**config.mk**
```make
export PLATFORM = sky130hd
export DESIGN_NAME = acr_codec_link
export DESIGN_NICKNAME = d
export VERILOG_FILES = /design/src/hdl/acr_pkg.sv /design/src/hdl/acr_codec_link.sv
export SDC_FILE = /design/constraint.sdc
export NUM_CORES = 1
export LEC_CHECK = 0
export BUFFER_PORTS_ARGS = -buffer_cell sky130_fd_sc_hd__buf_2
export CAP_MARGIN = 20
export CORE_MARGIN = 8
export CORE_UTILIZATION = 45
export DETAILED_ROUTE_END_ITERATION = 16
export PLACE_DENSITY = 0.71
export SYNTH_ARGS = -nofsm -noshare
export SYNTH_HDL_FRONTEND = slang
export SYNTH_SLANG_ARGS = --single-unit
export TNS_END_PERCENT = 30
```
**constraint.sdc**
```tcl
create_clock -name MCLK -period 21.4 [get_ports MCLK]
set_clock_uncertainty 0.1 [all_clocks]
set_input_delay 0 -clock MCLK [delete_from_list [all_inputs] [get_ports MCLK]]
set_output_delay 0 -clock MCLK [all_outputs]
set_load 0.01 [all_outputs]
```
**src/hdl/acr_pkg.sv**
```systemverilog
// constants, register table and state type of the ac-link codec block
package acr_pkg;
    // ------------------------------------------------------------
    // timing
    // ------------------------------------------------------------
    localparam longint CLK_HZ = 20000000;
    localparam longint FS_HZ = 48000;
    localparam longint INIT_TS = 1028;
    // least time: round up to whole cycles
    localparam int INIT_CYC_DFLT = int'((INIT_TS * CLK_HZ + FS_HZ - 1) / FS_HZ);
    localparam int INIT_W = 19;
    // bit clock = clk / 8, edges at fixed divider phases
    localparam logic [2:0] DIV_RISE = 3'h3;
    localparam logic [2:0] DIV_FALL = 3'h7;
    // ------------------------------------------------------------
    // frame layout
    // ------------------------------------------------------------
    localparam logic [3:0] SLOT_IDLE = 4'hd;
    localparam logic [3:0] SLOT_TOUCH = 4'hc;
    localparam logic [4:0] POS_TAG = 5'h0f;
    localparam logic [4:0] POS_TOP = 5'h13;
    localparam logic [1:0] CHOICE_S12 = 2'h2;
    // ------------------------------------------------------------
    // register table
    // ------------------------------------------------------------
    localparam int NRW = 22;
    localparam int I_PWR = 11;
    localparam int I_CONV_A = 20;
    localparam int I_CONV_B = 21;
    localparam int PR4_BIT = 12;
    localparam int PR5_BIT = 13;
    localparam logic [6:0] A_CAPS = 7'h00;
    localparam logic [6:0] A_EXT_CAPS = 7'h28;
    localparam logic [6:0] A_DETECT = 7'h6a;
    localparam logic [6:0] A_RES_A = 7'h74;
    localparam logic [6:0] A_RES_B = 7'h76;
    localparam logic [6:0] A_RES_C = 7'h78;
    localparam logic [6:0] A_ID_HI = 7'h7c;
    localparam logic [6:0] A_ID_LO = 7'h7e;
    localparam logic [15:0] CAPS_VAL = 16'h0030;
    localparam logic [15:0] EXT_CAPS_VAL = 16'h0001;
    // maker codes: arbitrary neutral values
    localparam logic [15:0] ID_HI_VAL = 16'h1234;
    localparam logic [15:0] ID_LO_VAL = 16'h5678;
    // highest index first
    localparam logic [NRW-1:0][6:0] RW_ADDR = {
        7'h72, 7'h70, 7'h68, 7'h66, 7'h64, 7'h62, 7'h60, 7'h32, 7'h2c, 7'h2a, 7'h26,
        7'h20, 7'h1a, 7'h18, 7'h10, 7'h0e, 7'h0c, 7'h0a, 7'h08, 7'h06, 7'h04, 7'h02};
    localparam logic [NRW-1:0][15:0] RW_RST = {
        16'h9400, 16'h0001, 16'h0002, 16'h0000, 16'h2d21, 16'h0103, 16'h0000,
        16'hbb80, 16'hbb80, 16'h0000, 16'h0300, 16'h0000, 16'h0200, 16'h0000,
        16'h8808, 16'h8008, 16'h8008, 16'h8000, 16'h0000, 16'h8000, 16'h8000,
        16'h8000};
    localparam logic [NRW-1:0][15:0] RW_MASK = {
        16'h7e07, 16'hffff, 16'h001f, 16'h7f7f, 16'h7fff, 16'h8fff, 16'hc1ff,
        16'hffff, 16'hffff, 16'h0001, 16'h7f00, 16'h0380, 16'h0300, 16'hff7f,
        16'h9f1f, 16'h807f, 16'h801f, 16'h8000, 16'h0c00, 16'h8007, 16'h8000,
        16'h8000};
    // ------------------------------------------------------------
    // state
    // ------------------------------------------------------------
    typedef struct packed {
        logic cold_m, cold_s, cold_d;
        logic sync_m, sync_s, sync_d;
        logic sdo_m, sdo_s;
        logic [2:0] div;
        logic bclk, sdi, oe_n, test, warm, ready;
        logic [INIT_W-1:0] init;
        logic [3:0] slot;
        logic [4:0] pos;
        logic [19:0] sh;
        logic [2:0] tag;
        logic [19:0] cmd;
        logic rd_req, resp;
        logic [6:0] rd_addr, resp_addr;
        logic [15:0] resp_data;
        logic [NRW-1:0][15:0] regs;
    } acr_st_t;
endpackage

```
**src/hdl/acr_codec_link.sv**
```systemverilog
// codec end of the ac-link: frame engine, control registers, resets, test mode
`timescale 1ns/1ps
module acr_codec_link
    import acr_pkg::*;
#(
    parameter int INIT_CYC = acr_pkg::INIT_CYC_DFLT
) (
    // clock and reset
    input wire logic MCLK,
    input wire logic SYS_RST,
    input wire logic CLK_EN,
    // ac-link pins
    input wire logic COLD_RST_PIN_N,
    input wire logic SYNC,
    input wire logic SDATA_OUT,
    output logic BITCLK_O,
    output logic BITCLK_OE_N,
    output logic SDATA_IN_O,
    output logic SDATA_IN_OE_N,
    // touch converter and detectors
    input wire logic RESULT_VALID_FLAG,
    input wire logic [2:0] MEASURE_KIND,
    input wire logic [11:0] CONVERSION_VALUE,
    input wire logic JACK_INSERTED_FLAG,
    input wire logic PANEL_TOUCHED_FLAG,
    input wire logic MIC_DETECT_FLAG
);
    import acr_pkg::*;

    acr_st_t st_r;
    acr_st_t st_nxt;
    logic run;
    logic rise;
    logic fall;
    logic cold_rise;
    logic slot_en;
    logic tag12;
    logic [19:0] tx_w;
    logic [19:0] rx_w;
    logic [15:0] rdval;
    logic [15:0] pwr_v;

    // ------------------------------------------------------------
    // decode helpers
    // ------------------------------------------------------------
    // the bit clock stops while power-down bit four is set; a warm pulse must not
    // restart it early, so the clock stays low until sync has fallen
    assign run = !(st_r.regs[I_PWR][PR4_BIT] && st_r.cold_s);
    assign rise = CLK_EN && run && (st_r.div == DIV_RISE);
    assign fall = CLK_EN && run && (st_r.div == DIV_FALL);
    assign cold_rise = CLK_EN && st_r.cold_s && !st_r.cold_d;
    assign slot_en = st_r.regs[I_CONV_B][0];
    assign tag12 = (st_r.regs[I_CONV_A][7:6] != 2'h0) && slot_en
        && (st_r.regs[I_CONV_B][2:1] == CHOICE_S12);
    assign rx_w = {st_r.sh[18:0], st_r.sdo_s};
    assign pwr_v = st_r.regs[I_PWR];

    // ------------------------------------------------------------
    // register read
    // ------------------------------------------------------------
    always_comb begin
        rdval = 16'h0000;
        if (st_r.rd_addr == A_CAPS) begin
            rdval = CAPS_VAL;
        end else if (st_r.rd_addr == A_EXT_CAPS) begin
            rdval = EXT_CAPS_VAL;
        end else if (st_r.rd_addr == A_DETECT) begin
            rdval = {13'h0000, PANEL_TOUCHED_FLAG, JACK_INSERTED_FLAG, MIC_DETECT_FLAG};
        end else if (st_r.rd_addr == A_RES_A) begin
            rdval = {RESULT_VALID_FLAG, MEASURE_KIND, CONVERSION_VALUE};
        end else if (st_r.rd_addr == A_RES_B || st_r.rd_addr == A_RES_C) begin
            rdval = 16'h0000;
        end else if (st_r.rd_addr == A_ID_HI) begin
            rdval = ID_HI_VAL;
        end else if (st_r.rd_addr == A_ID_LO) begin
            rdval = ID_LO_VAL;
        end else begin
            for (int i = 0; i < NRW; i++) begin
                if (RW_ADDR[i] == st_r.rd_addr) begin
                    rdval = st_r.regs[i];
                end
            end
            // ready flags follow the powered blocks once initialised
            if (st_r.rd_addr == RW_ADDR[I_PWR]) begin
                rdval[2:0] = {3{st_r.ready}} & ~pwr_v[10:8];
            end
        end
    end

    // ------------------------------------------------------------
    // outgoing slot words
    // ------------------------------------------------------------
    always_comb begin
        tx_w = 20'h0_0000;
        case (st_r.slot)
            4'h0: begin
                tx_w[15] = st_r.ready;
                tx_w[14] = st_r.resp;
                tx_w[13] = st_r.resp;
                tx_w[3] = tag12;
            end
            4'h1: begin
                if (st_r.resp) begin
                    tx_w[18:12] = st_r.resp_addr;
                end
            end
            4'h2: begin
                if (st_r.resp) begin
                    tx_w[19:4] = st_r.resp_data;
                end
            end
            SLOT_TOUCH: begin
                if (slot_en) begin
                    if (st_r.regs[I_CONV_B][2:1] == CHOICE_S12) begin
                        tx_w[19:4] = {RESULT_VALID_FLAG, MEASURE_KIND,
                            CONVERSION_VALUE};
                    end
                    tx_w[1] = JACK_INSERTED_FLAG;
                    tx_w[0] = PANEL_TOUCHED_FLAG;
                end
            end
            // slots 3 to 11 carry nothing from this block
            default: begin
                tx_w = 20'h0_0000;
            end
        endcase
    end

    // ------------------------------------------------------------
    // next state
    // ------------------------------------------------------------
    always_comb begin
        st_nxt = st_r;
        if (CLK_EN) begin
            // pins cross two flops before use
            st_nxt.cold_m = COLD_RST_PIN_N;
            st_nxt.cold_s = st_r.cold_m;
            st_nxt.cold_d = st_r.cold_s;
            st_nxt.sync_m = SYNC;
            st_nxt.sync_s = st_r.sync_m;
            st_nxt.sdo_m = SDATA_OUT;
            st_nxt.sdo_s = st_r.sdo_m;
            if (run) begin
                st_nxt.div = st_r.div + 3'h1;
                st_nxt.bclk = (st_r.div == DIV_RISE) ? 1'b1 :
                    (st_r.div == DIV_FALL) ? 1'b0 : st_r.bclk;
            end else begin
                st_nxt.bclk = 1'b0;
            end
            // warm reset: sync pulse while the clock is stopped
            if (!run && st_r.sync_s) begin
                st_nxt.warm = 1'b1;
            end
            if (st_r.warm && !st_r.sync_s) begin
                st_nxt.warm = 1'b0;
                st_nxt.regs[I_PWR][PR4_BIT] = 1'b0;
                st_nxt.regs[I_PWR][PR5_BIT] = 1'b0;
                st_nxt.div = 3'h0;
            end
        end
        // ------------------------------------------------------------
        // receive side, on the falling bit clock edge
        // ------------------------------------------------------------
        if (fall) begin
            st_nxt.sync_d = st_r.sync_s;
            if (st_r.sync_s && !st_r.sync_d) begin
                st_nxt.slot = 4'h0;
                st_nxt.pos = POS_TAG;
                // a read answered in the frame after the command
                st_nxt.resp = st_r.rd_req;
                st_nxt.resp_addr = st_r.rd_addr;
                st_nxt.resp_data = rdval;
                st_nxt.rd_req = 1'b0;
            end else if (st_r.pos == 5'h00) begin
                st_nxt.pos = POS_TOP;
                if (st_r.slot != SLOT_IDLE) begin
                    st_nxt.slot = st_r.slot + 4'h1;
                end
            end else begin
                st_nxt.pos = st_r.pos - 5'h01;
            end
        end
        if (fall && st_nxt.slot != SLOT_IDLE) begin
            st_nxt.sh = {st_r.sh[18:0], st_r.sdo_s};
            if (st_nxt.pos == 5'h00) begin
                case (st_nxt.slot)
                    4'h0: st_nxt.tag = rx_w[15:13];
                    4'h1: st_nxt.cmd = rx_w;
                    4'h2: begin
                        if (st_r.tag[2] && st_r.tag[1]) begin
                            if (st_r.cmd[19]) begin
                                st_nxt.rd_req = 1'b1;
                                st_nxt.rd_addr = st_r.cmd[18:12];
                            end else if (st_r.tag[0]) begin
                                for (int i = 0; i < NRW; i++) begin
                                    if (RW_ADDR[i] == st_r.cmd[18:12]) begin
                                        st_nxt.regs[i] = (st_r.regs[i] & ~RW_MASK[i])
                                            | (rx_w[19:4] & RW_MASK[i]);
                                    end
                                end
                            end
                        end
                    end
                    default: st_nxt.tag = st_r.tag;
                endcase
            end
        end
        // ------------------------------------------------------------
        // transmit side, on the rising bit clock edge
        // ------------------------------------------------------------
        if (rise) begin
            st_nxt.sdi = (st_r.slot == SLOT_IDLE) ? 1'b0 : tx_w[st_r.pos];
        end
        // ------------------------------------------------------------
        // cold reset, initialisation and test mode
        // ------------------------------------------------------------
        if (CLK_EN && !st_r.cold_s) begin
            st_nxt.regs = RW_RST;
            st_nxt.ready = 1'b0;
            st_nxt.init = '0;
            st_nxt.warm = 1'b0;
            st_nxt.rd_req = 1'b0;
            st_nxt.resp = 1'b0;
            st_nxt.slot = SLOT_IDLE;
        end else if (CLK_EN && !st_r.ready && !st_r.test) begin
            st_nxt.init = st_r.init + 19'h0_0001;
            if (st_r.init == INIT_W'(INIT_CYC - 1)) begin
                st_nxt.ready = 1'b1;
            end
        end
        if (cold_rise) begin
            // leaving test needs both sync and data out low
            st_nxt.test = st_r.sdo_s || (st_r.test && st_r.sync_s);
            st_nxt.init = '0;
        end
        st_nxt.oe_n = st_nxt.test;
    end

    // ------------------------------------------------------------
    // state register
    // ------------------------------------------------------------
    always_ff @(posedge MCLK or posedge SYS_RST) begin
        if (SYS_RST) begin
            st_r <= '0;
            st_r.regs <= RW_RST;
            st_r.slot <= SLOT_IDLE;
        end else begin
            st_r <= st_nxt;
        end
    end

    assign BITCLK_O = st_r.bclk;
    assign BITCLK_OE_N = st_r.oe_n;
    assign SDATA_IN_O = st_r.sdi;
    assign SDATA_IN_OE_N = st_r.oe_n;
endmodule // acr_codec_link

```
==> results.yml, run 1 <==
synth:
  async_flop_share: 1.00
  ys.warnings.count: 0
  syn_area_mm2: 0.0150
  synthCells: 1555
  synth_edf_count: 0
  syn_nets: 1590
  synth_cell_types: 91
  synthFlopType: "dfrtp_1"
  synth_area_per_cell_um2: 9.64
  yosysSeqAreaShare: 0.478
  synth-seq-cells: 284
sta:
  relSlewSlack: 0.165
  rsz0062_at_grt: "no"
  worst_pin_slew_ns: 1.22
  fin_crit_sh: 0.199
  fin_setup_tns_ns: 0
  maxSlewViolCount: 0
  worst_hold_slack_ns: 0.114
  period_needed_ns: 4.26
  hold_viol: 0
  finalSetupViolations: 0
  max_clock_freq_mhz: 235
floorplanning:
  die_w_um: 199
  rows: 67
  core-area_mm2: 0.0332
  dieArea_mm2: 0.0394
  fp.dieH_um: 199
  start_util: 0.452
  pin_count: 29
cells_and_area:
  fillers: 2945
  nets: 1586
  stdcell_area_mm2: 0.0168
  diodes: 0
  area_growth_pct: 11.9
  drive_gt1_frac: 0.152
  ff_latch_area_mm2: 0.00716
  multi_input_area_mm2: 0.00721
power:
  clkPwrFrac: 0.442
  pwr_density_cell_mw_per_mm2: 76.8
  p_sw_w: 0.000343
  power_leakage_nw: 7.26
  power.share.combinational: 0.098
  vdd_ir_drop_max_uv: 64.2
  p_seq_frac: 0.460
  p_sw_frac: 0.267
  p_int_w: 0.000945
setup_path:
  critPathLaunchType: "flop"
  crit_fanout: 18
  arrival_ns: 4.62
  r2r_cells: 8
  cp.required_ns: 21.76
  worst-setup-path-type: "flop to flop"
  cp-end-kind: "flop"
cts:
  cts_tree: "built"
  clkSinkCount: 284
  clk_pin_slew_worst_paths_ns: 0.06
  numCtsBuffers: 30
  htree_levels: 1
  clk_latency_ns: 0.58
  clock-root-buffer: "clkbuf_16"
  clockBufferDepth: 3
detailed_routing:
  routed_wl_mm: 47.9
  wire_per_inst_um: 23.7
  dr.pass1.iters: 6
  ant_nets: 0
  drc: 0
  num_vias: 12900
  vias_per_cell: 6.37
  drt_iter0_markers: 1695
global_routing:
  grtUsageTotal: 0.242
  grt_pass1_wl_mm: 74.5
  grt_max_degree: 140
  antenna_found_initial: 1
  overflow: 0
  grt_pass1_vias: 12500
status:
  outcome: "completed"
placed_design:
  place.port_buffers: 28
  gp_congestion: 0.990
  hpwl_mm: 31.8
  placed_area_mm2: 0.0154
min_path:
  min-delay-path-class: "input pin to asynchronous set/reset pin"
job:
  maxCapViolCount: 0
## layer usage
layer,global-route usage,up-vias,share of wire,wire [um]
met4,0.115,0,0.049,2370
met1,0.319,6363,0.40,19400
li1,-,5635,-,-
met5,0,-,0,0
met3,0.0592,149,0.10,4820
met2,0.372,747,0.45,21300
## power by group through the flow
| stage | combinational (W) | sequential, W | clock [W] |
|---|---|---|---|
| 6_report | 0.000126 | 0.000593 | 0.000569 |
| 4_1_cts | 0.000125 | 0.000592 | 0.000574 |
| 3_5_place_dp | 0.000121 | 0.000601 | 0 |
| 3_3_place_gp | 0.000118 | 0.000600 | 0 |
| 5_1_grt | 0.000140 | 0.000596 | 0.000594 |
| 2_1_floorplan | 0.000103 | 0.000579 | 0 |
## layout by cell type, fill, tap and decap left out, drive strengths merged, types with 39 or more instances in the layout
cell type,synthesis,final
a21oi,84,84
buf,34,59
clkbuf,88,39
dfrtp,239,239
dfstp,45,45
mux2,45,45
mux2i,86,86
nand2,236,236
nand3,68,68
nor2,133,133
o21ai,53,53
o22ai,47,47
## metrics by stage
step	utilization	cells	setup slack, ns	total power [W]
3_5_place_dp	0.464	1939	17.24	0.000721
2_1_floorplan	-	1555	13.54	0.000681
4_1_cts	0.505	2022	17.22	0.00129
5_1_grt	0.506	2023	16.87	0.00133
3_3_place_gp	0.464	1938	17.38	0.000718
6_report	0.506	2023	17.14	0.00129
## cells by family (layout without fill, tap and decap cells)
family	Yosys count	count (layout)	share of synthesized area
AND/OR/NAND/NOR	630	630	0.218
AO/OA/AOI/OAI	334	334	0.150
flip-flops	284	284	0.478
buffers and inverters	149	169	0.0444
multiplexers	131	131	0.0912
XOR/XNOR	17	17	0.00993
adder cells (fa/ha/maj)	10	10	0.00834
## synth_stat cells (all sizes together) (13+ instances only)
| cell type | n | share of area |
|---|---|---|
| nand2 | 236 | 0.059 |
| nor4 | 29 | 0.022 |
| mux2 | 45 | 0.034 |
| buf | 34 | 0.016 |
| dfstp | 45 | 0.079 |
| and3 | 18 | 0.0075 |
| inv | 26 | 0.0065 |
| nor3 | 22 | 0.011 |
| nand2b | 29 | 0.012 |
| a21oi | 84 | 0.028 |
| o211ai | 13 | 0.0068 |
| mux2i | 86 | 0.057 |
| o22ai | 47 | 0.020 |
| clkbuf | 88 | 0.022 |
| dfrtp | 239 | 0.40 |
| nand3 | 68 | 0.023 |
| nor2 | 133 | 0.033 |
| nand4 | 20 | 0.0098 |
| a221oi | 22 | 0.013 |
| a22oi | 27 | 0.014 |
| o21ai | 53 | 0.018 |
## state kept, by name, summed over array words and instances (netlist names)
signal      cells
rx_w           20
slot_en         1
st_r          254
pwr_v           7
SDATA_IN_O      1
BITCLK_O        1
## final cells by class
| class | count | share of cell area |
|---|---|---|
| Multi-Input combinational cell | 1122 | 0.429 |
| Sequential cell | 284 | 0.427 |
| Clock buffer | 39 | 0.0485 |
| Tap cell | 448 | 0.0334 |
| Inverter | 27 | 0.00649 |
| Timing Repair Buffer | 86 | 0.0400 |
| Clock inverter | 17 | 0.0155 |
## critical path, cell delays in order, from the launching register on
cell	delay, ns
dfrtp_1	0.83
and3b_1	0.39
and3_1	0.57
a221o_1	0.43
a211oi_1	0.34
nand4_1	0.24
a221oi_1	0.49
o21ai_0	0.17
dlygate4sd3_1	0.59
## worst paths after layout
| kind | startpoint | slack [ns] | end |
|---|---|---|---|
| min reg2reg | rx_w[3]$_DFFE_PP0P_ | 0.39 | rx_w[4]$_DFFE_PP0P_ |
| max in group asynchronous | SYS_RST | 19.68 | st_r[279]$_DFFE_PP0P_ |
| max reg2reg | st_r[379]$_DFFE_PP0P_ | 17.14 | st_r[353]$_DFFE_PP0P_ |
| min | SYS_RST | 0.11 | st_r[32]$_DFFE_PP0P_ |
| max | st_r[379]$_DFFE_PP0P_ | 17.14 | st_r[353]$_DFFE_PP0P_ |
| min in group MCLK | CONVERSION_VALUE[3] | 0.12 | SDATA_IN_O$_DFFE_PP0P_ |
## timing repair
action | in CTS | in global routing
endpoints found under the hold margin | 143 | 0
buffers inserted | 0 | 0
hold buffers | 27 | 0
gates resized for setup | 0 | 0
(Power assumes the default switching activity.)
==> inputs of run 2 (changes only) <==
- PLACE_DENSITY: 0.71 -> 0.74
- clock period: 21.4 -> 3.65 ns (I/O delays scaled with it)
==> results.yml, run 2 (synthesis results as in run 1) <==
placed_design:
  hpwl_mm: 34.1
  gp_congestion: 1.01
  placed_area_mm2: 0.0158
  place.port_buffers: 28
global_routing:
  met2_usage: 0.378
  grt_max_degree: 102
  met3_usage: 0.0562
  grtUsageTotal: 0.248
  antenna_found_initial: 0
  grt_pass1_wl_mm: 76.3
  busiest_layer: "met2"
  overflow: 0
  grt_use_met1: 0.333
  grt_pass1_vias: 12800
cells_and_area:
  final_cell_mix: "239 x dfrtp_1, 233 x nand2_1, 131 x nor2_1"
  drive_gt1_frac: 0.183
  stdcell_area_mm2: 0.0172
  largest_reg_flops: 254
  postLayoutCoreUtil: 0.519
  area_growth_pct: 15.0
  diodes: 0
  final_common_cell: "dfrtp_1"
  top_register: "st_r"
  nets: 1631
power:
  power_leakage_nw: 7.52
  vdd_ir_drop_max_uv: 497
  p_total_w: 0.00765
  pwr_density_cell_mw_per_mm2: 444
sta:
  worst_pin_slew_ns: 1.13
  setup_ws_ns: -0.00481
  rsz0062_at_grt: "yes"
  worst_hold_slack_ns: 0.120
  max_clock_freq_mhz: 274
  finalSetupViolations: 1
  relSlewSlack: 0.241
  period_needed_ns: 3.65
  maxSlewViolCount: 0
  fin_setup_tns_ns: -0.00481
  fin_crit_sh: 1.00
  hold_viol: 0
detailed_routing:
  num_vias: 13300
  dr.pass1.iters: 6
  routed_wl_mm: 49.1
  vias_per_cell: 6.42
  wire_per_inst_um: 23.7
  drc: 0
  drt_iter0_markers: 1895
  ant_nets: 0
cts:
  htree_levels: 1
  clockBufferDepth: 3
  clock-root-buffer: "clkbuf_16"
  clkSinkCount: 284
  numCtsBuffers: 31
  cts_tree: "built"
  clk_latency_ns: 0.59
  clk_pin_slew_worst_paths_ns: 0.06
floorplanning:
  start_util: 0.452
  fp.dieH_um: 199
  core-area_mm2: 0.0332
  pin_count: 29
  rows: 67
  dieArea_mm2: 0.0394
  die_w_um: 199
setup_path:
  arrival_ns: 4.02
  worst-setup-path-type: "flop to flop"
  slowest_delay_ns: 0.64
  critPathLaunchType: "flop"
  cp_slowest_cell: "dfrtp_1"
  crit_path_cell_trace: "nand3b_1, nor2_1, buf_4, a221o_1, a211oi_1, nand4_1, a221oi_2, o21ai_0, dlygate4sd3_1"
  crit_fanout: 11
  cp.required_ns: 4.01
  cp-end-kind: "flop"
  reg2reg_slack_ns: -0.005
job:
  maxCapViolCount: 0
min_path:
  min-delay-path-class: "input pin to flop"
status:
  outcome: "finished with violations"
  violations: "negative setup slack"
## run 2: cell count changes in the layout (fill, tap and decap cells not counted), sizes merged, moves of 2 or more
cell         before  now
clkinvlp          1    3
inv              28   26
buf              59  101
dlygate4sd3      27   29
clkinv            9   11
## run 2: repair_timing
| item | in CTS | in global routing |
|---|---|---|
| hold endpoints to repair | 275 | 0 |
| gates resized for setup | 0 | 14 |
| hold buffers | 29 | 0 |
| setup endpoints to repair | 0 | 56 |
| buffers inserted | 0 | 1 |
## run 2: final timing paths
check | from | to | cells after the start
setup / recovery | st_r[379]$_DFFE_PP0P_ | st_r[353]$_DFFE_PP0P_ | 9
hold / removal | CONVERSION_VALUE[7] | st_r[359]$_DFFE_PP0P_ | 4
setup reg to reg | st_r[379]$_DFFE_PP0P_ | st_r[353]$_DFFE_PP0P_ | 9
max in group asynchronous | SYS_RST | st_r[113]$_DFFE_PP0P_ | 5
hold reg to reg | rx_w[1]$_DFFE_PP0P_ | rx_w[2]$_DFFE_PP0P_ | 1
min in group asynchronous | SYS_RST | st_r[462]$_DFFE_PP0P_ | 4
## run 2: final cells by class
cell class                      count  area [um2]
Timing Repair Buffer              130        1050
Multi-Input combinational cell   1122        7260
Clock inverter                     18         231
Fill cell                        2979       16000
Tap cell                          448         561
Inverter                           27         105
Sequential cell                   284        7160
Clock buffer                       40         870
## run 2: where the power goes
part	internal, W	switching (W)	total, W	leakage, nW
clock	0.00203	0.00134	0.00337	0.544
combinational	0.000322	0.000536	0.000858	3.23
sequential	0.00327	0.000160	0.00343	3.75
total	0.00562	0.00203	0.00765	7.52
## run 2: routing by layer
layer | wire (um) | vias to the layer above | share of wire
met1 | 19400 | 6501 | 0.40
met4 | 2410 | 0 | 0.049
li1 | - | 5720 | -
met5 | 0 | - | 0
met3 | 5630 | 175 | 0.11
met2 | 21700 | 878 | 0.44
## run 2: per-stage QoR
step	setup WS (ns)	cells
final	-0.00481	2069
after global routing	-0.0251	2069
after CTS	0.117	2068
after detailed placement	0.130	1981
after global placement	0.314	1981
after floorplan	-0.177	1555
## run 2: worst max-delay path: cells and delay by family (launching register included)
kind            cells  cell delay (ns)
flops               1             0.64
simple gates        3             0.79
buf+inv             2             0.77
compound gates      4             1.25
